===== src/rtl/abp_pkg.sv =====
package abp_pkg;

  // Register offsets
  localparam logic [7:0] OFF_BREAK_STATUS_CONTROL     = 8'h00;
  localparam logic [7:0] OFF_BREAK_ADDRESS_HIGH       = 8'h01;
  localparam logic [7:0] OFF_BREAK_ADDRESS_LOW        = 8'h02;
  localparam logic [7:0] OFF_BREAK_WAKE_STATUS        = 8'h03;
  localparam logic [7:0] OFF_BREAK_FLAG_CLEAR_CONTROL = 8'h04;
  localparam logic [7:0] OFF_IRQ_STATUS               = 8'h05;
  localparam logic [7:0] OFF_IRQ_MASK                 = 8'h06;

  // Field positions
  localparam int BIT_BREAK_ENABLE   = 7;
  localparam int BIT_BREAK_ACTIVE   = 6;
  localparam int BIT_BREAK_WAIT     = 1;
  localparam int BIT_STOP_WAIT_EXIT = 0;
  localparam int BIT_CLEAR_FLAGS_EN = 7;
  localparam int BIT_EV_MATCH       = 0;
  localparam int BIT_EV_SOFTWARE    = 1;
  localparam int BIT_EV_WAKE        = 2;

  // Reset values
  localparam logic [7:0] RST_BYTE = 8'h00;
  localparam logic [2:0] RST_IRQ  = 3'h0;

  // Break vectors
  localparam logic [15:0] VEC_USER    = 16'hFFFC;
  localparam logic [15:0] VEC_MONITOR = 16'hFEFC;

  typedef enum logic [1:0] {
    ST_IDLE,
    ST_REQ,
    ST_BREAK
  } abp_state_e;

endpackage


===== src/rtl/abp_breakpoint_unit.sv =====
// Behaviour
// - Enabled break requests core when bus address equals 16-bit break address.
// - Core loads software interrupt, fetches user or monitor vector.
// - Match on last instruction cycle starts break immediately.
// - Software writing one to break active bit raises a break.
// - Match sets break active bit; software clears it with zero.
// - Break enable is bit 7, read/write, cleared by zero and reset.
// - Return from interrupt inside break routine ends break state.
// - Both timer counters halt while break is in effect.
// - Watchdog disabled during break when test voltage on reset pin.
// - High and low break address bytes, 8 bits, reset cleared.
// - Break wait flag set on wait exit by break; zero clears.
// - Break wakes part from stop and sets stop/wait-exit flag.
// - Flag clearing elsewhere during break only when clear enable set.
// - Registers remain accessible during break.
// - Break logic keeps matching during wait mode.
module abp_breakpoint_unit
  import abp_pkg::*;
(
  input  wire logic        mclk_in,
  input  wire logic        srst_in,
  input  wire logic [7:0]  reg_addr_in,
  input  wire logic [7:0]  reg_wdata_in,
  input  wire logic        reg_wr_in,
  input  wire logic        reg_rd_in,
  output logic      [7:0]  reg_rdata_out,
  input  wire logic [15:0] cpu_addr_in,
  input  wire logic        cpu_addr_valid_in,
  input  wire logic        cpu_last_cycle_in,
  input  wire logic        cpu_break_ack_in,
  input  wire logic        cpu_return_in,
  input  wire logic        cpu_wait_in,
  input  wire logic        cpu_stop_in,
  input  wire logic        monitor_mode_in,
  input  wire logic        test_level_in,
  output logic             break_req_out,
  output logic             break_now_out,
  output logic      [15:0] break_vector_out,
  output logic             break_state_out,
  output logic             timer_halt_out,
  output logic             watchdog_disable_out,
  output logic             flag_clear_allow_out,
  output logic             wake_out,
  output logic             irq_out
);

  function automatic logic wr_hit(input logic wr, input logic [7:0] a, input logic [7:0] off);
    wr_hit = wr && (a == off);
  endfunction

  abp_state_e  state_q;
  abp_state_e  state_d;
  logic        enable_q;
  logic        active_q;
  logic [7:0]  bp_high_q;
  logic [7:0]  bp_low_q;
  logic        wait_exit_q;
  logic        low_power_exit_q;
  logic        clear_in_break_q;
  logic [2:0]  irq_stat_q;
  logic [2:0]  irq_mask_q;
  logic        tst_meta_q;
  logic        tst_sync_q;
  logic        addr_match;
  logic        sw_trig;
  logic        trigger;
  logic        wr_scr;
  logic        wr_wake;
  logic        wr_irq;

  assign addr_match = enable_q && cpu_addr_valid_in && (cpu_addr_in == {bp_high_q, bp_low_q});
  assign wr_scr     = wr_hit(reg_wr_in, reg_addr_in, OFF_BREAK_STATUS_CONTROL);
  assign wr_wake    = wr_hit(reg_wr_in, reg_addr_in, OFF_BREAK_WAKE_STATUS);
  assign wr_irq     = wr_hit(reg_wr_in, reg_addr_in, OFF_IRQ_STATUS);
  assign sw_trig    = wr_scr && reg_wdata_in[BIT_BREAK_ACTIVE];
  assign trigger    = (state_q == ST_IDLE) && (addr_match || sw_trig);

  always_comb begin
    state_d = state_q;
    case (state_q)
      ST_IDLE: begin
        if (trigger) begin
          state_d = ST_REQ;
        end
      end
      ST_REQ: begin
        if (cpu_break_ack_in) begin
          state_d = ST_BREAK;
        end
      end
      ST_BREAK: begin
        if (cpu_return_in) begin
          state_d = ST_IDLE;
        end
      end
      default: begin
        state_d = ST_IDLE;
      end
    endcase
  end

  always_ff @(posedge mclk_in) begin
    if (srst_in) begin
      state_q <= ST_IDLE;
    end else begin
      state_q <= state_d;
    end
  end

  // Core-facing outputs, all registered
  always_ff @(posedge mclk_in) begin
    if (srst_in) begin
      break_req_out        <= 1'b0;
      break_now_out        <= 1'b0;
      break_state_out      <= 1'b0;
      timer_halt_out       <= 1'b0;
      watchdog_disable_out <= 1'b0;
      flag_clear_allow_out <= 1'b1;
      break_vector_out     <= VEC_USER;
    end else begin
      break_req_out        <= (state_d == ST_REQ);
      break_now_out        <= trigger && addr_match && cpu_last_cycle_in;
      break_state_out      <= (state_d == ST_BREAK);
      timer_halt_out       <= (state_d == ST_BREAK);
      watchdog_disable_out <= (state_d == ST_BREAK) && tst_sync_q;
      flag_clear_allow_out <= (state_d != ST_BREAK) || clear_in_break_q;
      break_vector_out     <= monitor_mode_in ? VEC_MONITOR : VEC_USER;
    end
  end

  // Reset pin level comes from outside the clock domain
  always_ff @(posedge mclk_in) begin
    if (srst_in) begin
      tst_meta_q <= 1'b0;
      tst_sync_q <= 1'b0;
    end else begin
      tst_meta_q <= test_level_in;
      tst_sync_q <= tst_meta_q;
    end
  end

  always_ff @(posedge mclk_in) begin
    if (srst_in) begin
      enable_q <= 1'b0;
      active_q <= 1'b0;
    end else begin
      if (wr_scr) begin
        enable_q <= reg_wdata_in[BIT_BREAK_ENABLE];
      end
      // match sets, set wins over a clearing write
      if (addr_match) begin
        active_q <= 1'b1;
      end else if (wr_scr) begin
        active_q <= reg_wdata_in[BIT_BREAK_ACTIVE];
      end
    end
  end

  always_ff @(posedge mclk_in) begin
    if (srst_in) begin
      bp_high_q <= RST_BYTE;
      bp_low_q  <= RST_BYTE;
    end else begin
      if (wr_hit(reg_wr_in, reg_addr_in, OFF_BREAK_ADDRESS_HIGH)) begin
        bp_high_q <= reg_wdata_in;
      end
      if (wr_hit(reg_wr_in, reg_addr_in, OFF_BREAK_ADDRESS_LOW)) begin
        bp_low_q <= reg_wdata_in;
      end
    end
  end

  // Wake handling; a set in the clearing cycle wins
  always_ff @(posedge mclk_in) begin
    if (srst_in) begin
      wait_exit_q      <= 1'b0;
      low_power_exit_q <= 1'b0;
      wake_out         <= 1'b0;
    end else begin
      wake_out <= trigger && (cpu_wait_in || cpu_stop_in);
      if (trigger && cpu_wait_in) begin
        wait_exit_q <= 1'b1;
      end else if (wr_wake && !reg_wdata_in[BIT_BREAK_WAIT]) begin
        wait_exit_q <= 1'b0;
      end
      if (trigger && (cpu_wait_in || cpu_stop_in)) begin
        low_power_exit_q <= 1'b1;
      end else if (wr_wake && !reg_wdata_in[BIT_STOP_WAIT_EXIT]) begin
        low_power_exit_q <= 1'b0;
      end
    end
  end

  always_ff @(posedge mclk_in) begin
    if (srst_in) begin
      clear_in_break_q <= 1'b0;
    end else if (wr_hit(reg_wr_in, reg_addr_in, OFF_BREAK_FLAG_CLEAR_CONTROL)) begin
      clear_in_break_q <= reg_wdata_in[BIT_CLEAR_FLAGS_EN];
    end
  end

  // Sticky event bits, write one to clear, set wins
  always_ff @(posedge mclk_in) begin
    if (srst_in) begin
      irq_stat_q <= RST_IRQ;
      irq_mask_q <= RST_IRQ;
      irq_out    <= 1'b0;
    end else begin
      irq_stat_q[BIT_EV_MATCH] <= (trigger && addr_match)
        || (irq_stat_q[BIT_EV_MATCH] && !(wr_irq && reg_wdata_in[BIT_EV_MATCH]));
      irq_stat_q[BIT_EV_SOFTWARE] <= (trigger && !addr_match)
        || (irq_stat_q[BIT_EV_SOFTWARE] && !(wr_irq && reg_wdata_in[BIT_EV_SOFTWARE]));
      irq_stat_q[BIT_EV_WAKE] <= (trigger && (cpu_wait_in || cpu_stop_in))
        || (irq_stat_q[BIT_EV_WAKE] && !(wr_irq && reg_wdata_in[BIT_EV_WAKE]));
      if (wr_hit(reg_wr_in, reg_addr_in, OFF_IRQ_MASK)) begin
        irq_mask_q <= reg_wdata_in[2:0];
      end
      // One cycle behind status so the output stays a flop
      irq_out <= |(irq_stat_q & irq_mask_q);
    end
  end

  always_ff @(posedge mclk_in) begin
    if (srst_in) begin
      reg_rdata_out <= RST_BYTE;
    end else if (!reg_rd_in) begin
      reg_rdata_out <= RST_BYTE;
    end else if (reg_addr_in == OFF_BREAK_STATUS_CONTROL) begin
      reg_rdata_out <= {enable_q, active_q, 6'h00};
    end else if (reg_addr_in == OFF_BREAK_ADDRESS_HIGH) begin
      reg_rdata_out <= bp_high_q;
    end else if (reg_addr_in == OFF_BREAK_ADDRESS_LOW) begin
      reg_rdata_out <= bp_low_q;
    end else if (reg_addr_in == OFF_BREAK_WAKE_STATUS) begin
      reg_rdata_out <= {6'h00, wait_exit_q, low_power_exit_q};
    end else if (reg_addr_in == OFF_BREAK_FLAG_CLEAR_CONTROL) begin
      reg_rdata_out <= {clear_in_break_q, 7'h00};
    end else if (reg_addr_in == OFF_IRQ_STATUS) begin
      reg_rdata_out <= {5'h00, irq_stat_q};
    end else if (reg_addr_in == OFF_IRQ_MASK) begin
      reg_rdata_out <= {5'h00, irq_mask_q};
    end else begin
      reg_rdata_out <= RST_BYTE;
    end
  end

  property p_req_on_match;
    @(posedge mclk_in) disable iff (srst_in)
      (state_q == ST_IDLE && enable_q && cpu_addr_valid_in
       && cpu_addr_in == {bp_high_q, bp_low_q}) |=> break_req_out;
  endproperty
  a_req_on_match: assert property (p_req_on_match)
    else $error("address match gave no break request");

  property p_vector;
    @(posedge mclk_in) disable iff (srst_in)
      $rose(break_req_out) |->
        break_vector_out == ($past(monitor_mode_in) ? VEC_MONITOR : VEC_USER);
  endproperty
  a_vector: assert property (p_vector)
    else $error("wrong break vector for mode");

  property p_now;
    @(posedge mclk_in) disable iff (srst_in)
      (trigger && addr_match && cpu_last_cycle_in) |=> break_now_out && break_req_out;
  endproperty
  a_now: assert property (p_now)
    else $error("final cycle match did not start break at once");

  property p_sw_break;
    @(posedge mclk_in) disable iff (srst_in)
      (state_q == ST_IDLE && reg_wr_in && reg_addr_in == OFF_BREAK_STATUS_CONTROL
       && reg_wdata_in[BIT_BREAK_ACTIVE]) |=> break_req_out ##0 irq_stat_q != 3'h0;
  endproperty
  a_sw_break: assert property (p_sw_break)
    else $error("software write did not raise break");

  property p_active_set;
    @(posedge mclk_in) disable iff (srst_in)
      addr_match |=> active_q;
  endproperty
  a_active_set: assert property (p_active_set)
    else $error("active bit not set on match");

  property p_enable_clear;
    @(posedge mclk_in) disable iff (srst_in)
      (reg_wr_in && reg_addr_in == OFF_BREAK_STATUS_CONTROL
       && !reg_wdata_in[BIT_BREAK_ENABLE]) |=> !enable_q ##1 !break_now_out;
  endproperty
  a_enable_clear: assert property (p_enable_clear)
    else $error("enable bit not cleared by zero write");

  property p_return_ends;
    @(posedge mclk_in) disable iff (srst_in)
      (break_state_out && cpu_return_in) |=> !break_state_out && !timer_halt_out;
  endproperty
  a_return_ends: assert property (p_return_ends)
    else $error("return did not end break state");

  property p_timer_halt;
    @(posedge mclk_in) disable iff (srst_in)
      $rose(break_state_out) |-> timer_halt_out && $past(break_req_out);
  endproperty
  a_timer_halt: assert property (p_timer_halt)
    else $error("timers not halted in break");

  property p_watchdog;
    @(posedge mclk_in) disable iff (srst_in)
      (state_q == ST_BREAK && cpu_return_in == 1'b0 && tst_sync_q) |=> watchdog_disable_out;
  endproperty
  a_watchdog: assert property (p_watchdog)
    else $error("watchdog not disabled under test level");

  property p_wait_flag;
    @(posedge mclk_in) disable iff (srst_in)
      (trigger && cpu_wait_in) |=> wait_exit_q && low_power_exit_q && wake_out;
  endproperty
  a_wait_flag: assert property (p_wait_flag)
    else $error("wait exit flag not set");

  property p_stop_flag;
    @(posedge mclk_in) disable iff (srst_in)
      (trigger && cpu_stop_in) |=> low_power_exit_q && wake_out;
  endproperty
  a_stop_flag: assert property (p_stop_flag)
    else $error("stop exit flag not set");

  property p_flag_gate;
    @(posedge mclk_in) disable iff (srst_in)
      (break_state_out && !clear_in_break_q && !cpu_return_in) |=> !flag_clear_allow_out;
  endproperty
  a_flag_gate: assert property (p_flag_gate)
    else $error("flag clearing allowed in break without enable");

  property p_req_hold;
    @(posedge mclk_in) disable iff (srst_in)
      (break_req_out && !cpu_break_ack_in) |=> break_req_out;
  endproperty
  a_req_hold: assert property (p_req_hold)
    else $error("break request dropped before acknowledge");

endmodule


===== config.mk =====
export PLATFORM = sky130hd
export DESIGN_NAME = abp_breakpoint_unit
export DESIGN_NICKNAME = d
export VERILOG_FILES = /design/src/rtl/abp_pkg.sv /design/src/rtl/abp_breakpoint_unit.sv
export SDC_FILE = /design/constraint.sdc
export NUM_CORES = 1
export LEC_CHECK = 0
export BUFFER_PORTS_ARGS = -buffer_cell sky130_fd_sc_hd__buf_2
export CORE_ASPECT_RATIO = 0.75
export CORE_MARGIN = 1.5
export CORE_UTILIZATION = 40
export CTS_BUF_LIST = sky130_fd_sc_hd__clkbuf_8
export DETAILED_ROUTE_END_ITERATION = 12
export PLACE_DENSITY_LB_ADDON = 0.3
export SETUP_SLACK_MARGIN = 0.05
export SLEW_MARGIN = 0
export SYNTH_ARGS = -nofsm -noshare
export SYNTH_HDL_FRONTEND = slang
export SYNTH_SLANG_ARGS = --single-unit

===== constraint.sdc =====
create_clock -name mclk_in -period 1.7 [get_ports mclk_in]
set_clock_uncertainty 0.1 [all_clocks]
set_input_delay 0.34 -clock mclk_in [delete_from_list [all_inputs] [get_ports mclk_in]]
set_output_delay 0.34 -clock mclk_in [all_outputs]
set_load 0.01 [all_outputs]

==> summary.txt <==
Synth
  – Synth unique cells: 39
  – Seq/Total Area, Yosys: 0.438
  – Ys flop type: dfxtp_1
  – EDFF count, synth: 0
  – Synth warn: 0
  – Asr flop ratio synth: 0
  – Cells after Synth: 249
  – Post-synthesis cell area: 2150 sq um
  – Synthesized flop and latch total: 47
  – Syn avg cell area: around 8.6 sq um

GRT
  – Grt ovf: 0
  – Pin count of the biggest net entering global routing: 33
  – Antenna violations before repair: 0
  – Total track usage: 0.197
  – Global-route wire length before repair: 8570 microns
  – Vias in the first global route: 1713

Critical path
  – Worst setup SP type: input pin
  – Worst-path fanout max: 8
  – Reg2reg end: irq_stat_q[1]$_SDFF_PP0_
  – Worst EP arrival: 1.65 ns
  – Required time of the worst setup path: 1.79 ns
  – Worst r2r src: bp_high_q[1]$_SDFFE_PP0P_
  – Type of the worst setup path: input pin to register
  – Worst setup startpoint: reg_addr_in[7]
  – R2R setup slack: between 0.15 and 0.2 ns
  – R2r worst-path depth: 5
  – CP Capture Type: register
  – Worst Setup EP: bp_high_q[2]$_SDFFE_PP0P_

Drt
  – DRC Markers: 0
  – Detailed Routing Iterations Pass 1: 4
  – WL/cell: 13.3 microns
  – Via count: 1917
  – Via density: 4.87
  – Iter 0 DRT Violations: 147
  – Final WL: about 5200 microns
  – Post-route ant nets: 0

Pwr
  – Power density cells: 726 nW/um^2
  – Lkg Pwr: 1.08 nW
  – Max rail drop VDD: just under 0.3 mV
  – Overall Power: 1.94 mW

Placed design
  – Post-DP HPWL: between 4000 and 5000 microns
  – Cell Area, Placed: ~2600 sq um
  – DP Cell Count: 385
  – Gpl congestion: roughly 0.84
  – I/O Buffers: 60

Worst hold path
  – Type of the worst min-delay path: input pin to register
  – Beginning of the worst hold path: monitor_mode_in

Final layout
  – Fin util: 0.530
  – Commonest non-fill, non-tap cell in the layout: buf_2
  – Share of cells above drive strength 1: 0.286
  – Ant diodes: 0
  – Nets@finish: between 300 and 400
  – Fill cells: 496
  – Finished Layout Cells: about 390
  – Multi-input gate area: 1100 sq um
  – Fin area: 2670 sq um
  – Syn-to-layout area delta: 24.4%
  – Storage cell area: between 900 and 1000 sq um
  – Commonest cells after routing, fill and taps aside: 59 x buf_2, 47 x dfxtp_1, 32 x nand2_1, 24 x nor2_1, 22 x a21oi_1

Floorplan
  – Die height: 66.4 microns
  – Initial core utilization: 0.426
  – # rows: 22
  – Horiz. Die Dim: a little under 90 microns
  – Core area: 5040 sq um
  – Number of top-level pins: 76
  – Die area: slightly below 6000 sq um

CTS
  – CTS Buf Count: 5
  – CTS Hold Bufs: 0
  – H-tree depth: 2
  – TritonCTS clock tree: done
  – CTS max path bufs: 2
  – Clock Pin Slew Worst Setup and Hold Paths: 0.08 ns
  – Worst skew pair latency: 0.30 ns
  – Sink Count: 47
  – Clk root buf: clkbuf_8

Timing
  – Setup TNS: 0 ns
  – Final setup violating endpoints: 0
  – Final Hold Viols: 0
  – Fmax: roughly 0.64 GHz
  – Period minus WS final: 1.56 ns
  – Final worst-path cycle share: 0.919
  – Slew Viols, Final: 0
  – RSZ-0062 raised after global routing: no

Run
  – Max cap viols: 0

Run status
  – Status: completed
## cell usage after synthesis (all sizes together), types with 4 or more instances
cell,number,area (sq um)
and3,4,26.3
a22oi,4,30.0
nand2,32,120
mux2i,10,100
nand4,4,25.0
buf,19,144
dfxtp,47,941
a21oi,22,110
clkbuf,7,26.3
nand3,8,40.0
xnor2,13,114
nor2,24,90.1
o21ai,11,55.1
nor2b,8,50.1
## routing by layer
layer,global-route usage,part of all wire
met1,0.304,0.51
met2,0.254,0.39
met3,0.0587,0.088
met4,0.0635,0.012
met5,0,0
## cell families after synthesis
| group | share of synthesized area |
|---|---|
| AO/OA/AOI/OAI | 0.131 |
| XOR/XNOR | 0.0653 |
| buffers and inverters | 0.0810 |
| flip-flops | 0.438 |
| multiplexers | 0.0466 |
| other | 0.00350 |
| AND/OR/NAND/NOR | 0.234 |
## worst min path at each step
stage                                      endpoint  slack (ns)  cells past startpoint
finish               break_vector_out[8]$_SDFF_PP1_        0.10                      2
global route         break_vector_out[8]$_SDFF_PP1_         0.1                      2
global placement    watchdog_disable_out$_SDFF_PP0_        0.32                      1
CTS                  break_vector_out[8]$_SDFF_PP1_        0.09                      2
floorplan           watchdog_disable_out$_SDFF_PP0_        0.31                      1
detailed placement  watchdog_disable_out$_SDFF_PP0_        0.32                      1
## stage by stage
| stage | setup slack (ns) | hold WS [ns] |
|---|---|---|
| 2_1_floorplan | -0.151 | 0.306 |
| 3_3_place_gp | -0.194 | 0.317 |
| 3_5_place_dp | -0.234 | 0.318 |
| 4_1_cts | 0.0827 | 0.0945 |
| 5_1_grt | 0.0532 | 0.0951 |
| 6_report | 0.138 | 0.101 |
## power breakdown
part / switching, mW / internal (mW)
Sequential: 0.00145 / 1.10
Combinational: 0.109 / 0.0839
Clock: 0.362 / 0.277
Total: 0.472 / 1.46
## sequential cells by signal (all words and copies together), names as in the netlist, 2 cells and up
signal and flops:
irq_stat_q 3, bp_high_q 8, irq_mask_q 3, reg_rdata_out 8, bp_low_q 8, state_q 2
## final cells by class
cell class              count  area share
flip-flops and latches     47       0.352
multi-input cells         188       0.410
clock inverters             3     0.00469
well taps                  72      0.0337
repair buffers             78       0.172
clock buffers               5      0.0258
inverters                   1     0.00141
## critical path, cell delays in order
cell     delay (ns)
buf_6          0.09
or3_4          0.40
nor4_4         0.20
and3_4         0.25
buf_12         0.13
mux2i_1        0.18
nor2_1         0.06
## what timing repair did
item | CTS | global route
endpoints found under the setup margin | 0 | 10
endpoints found under the hold margin | 0 | 0
setup buffers | 0 | 1
gates resized for setup | 0 | 9
(Power assumes the default switching activity.)
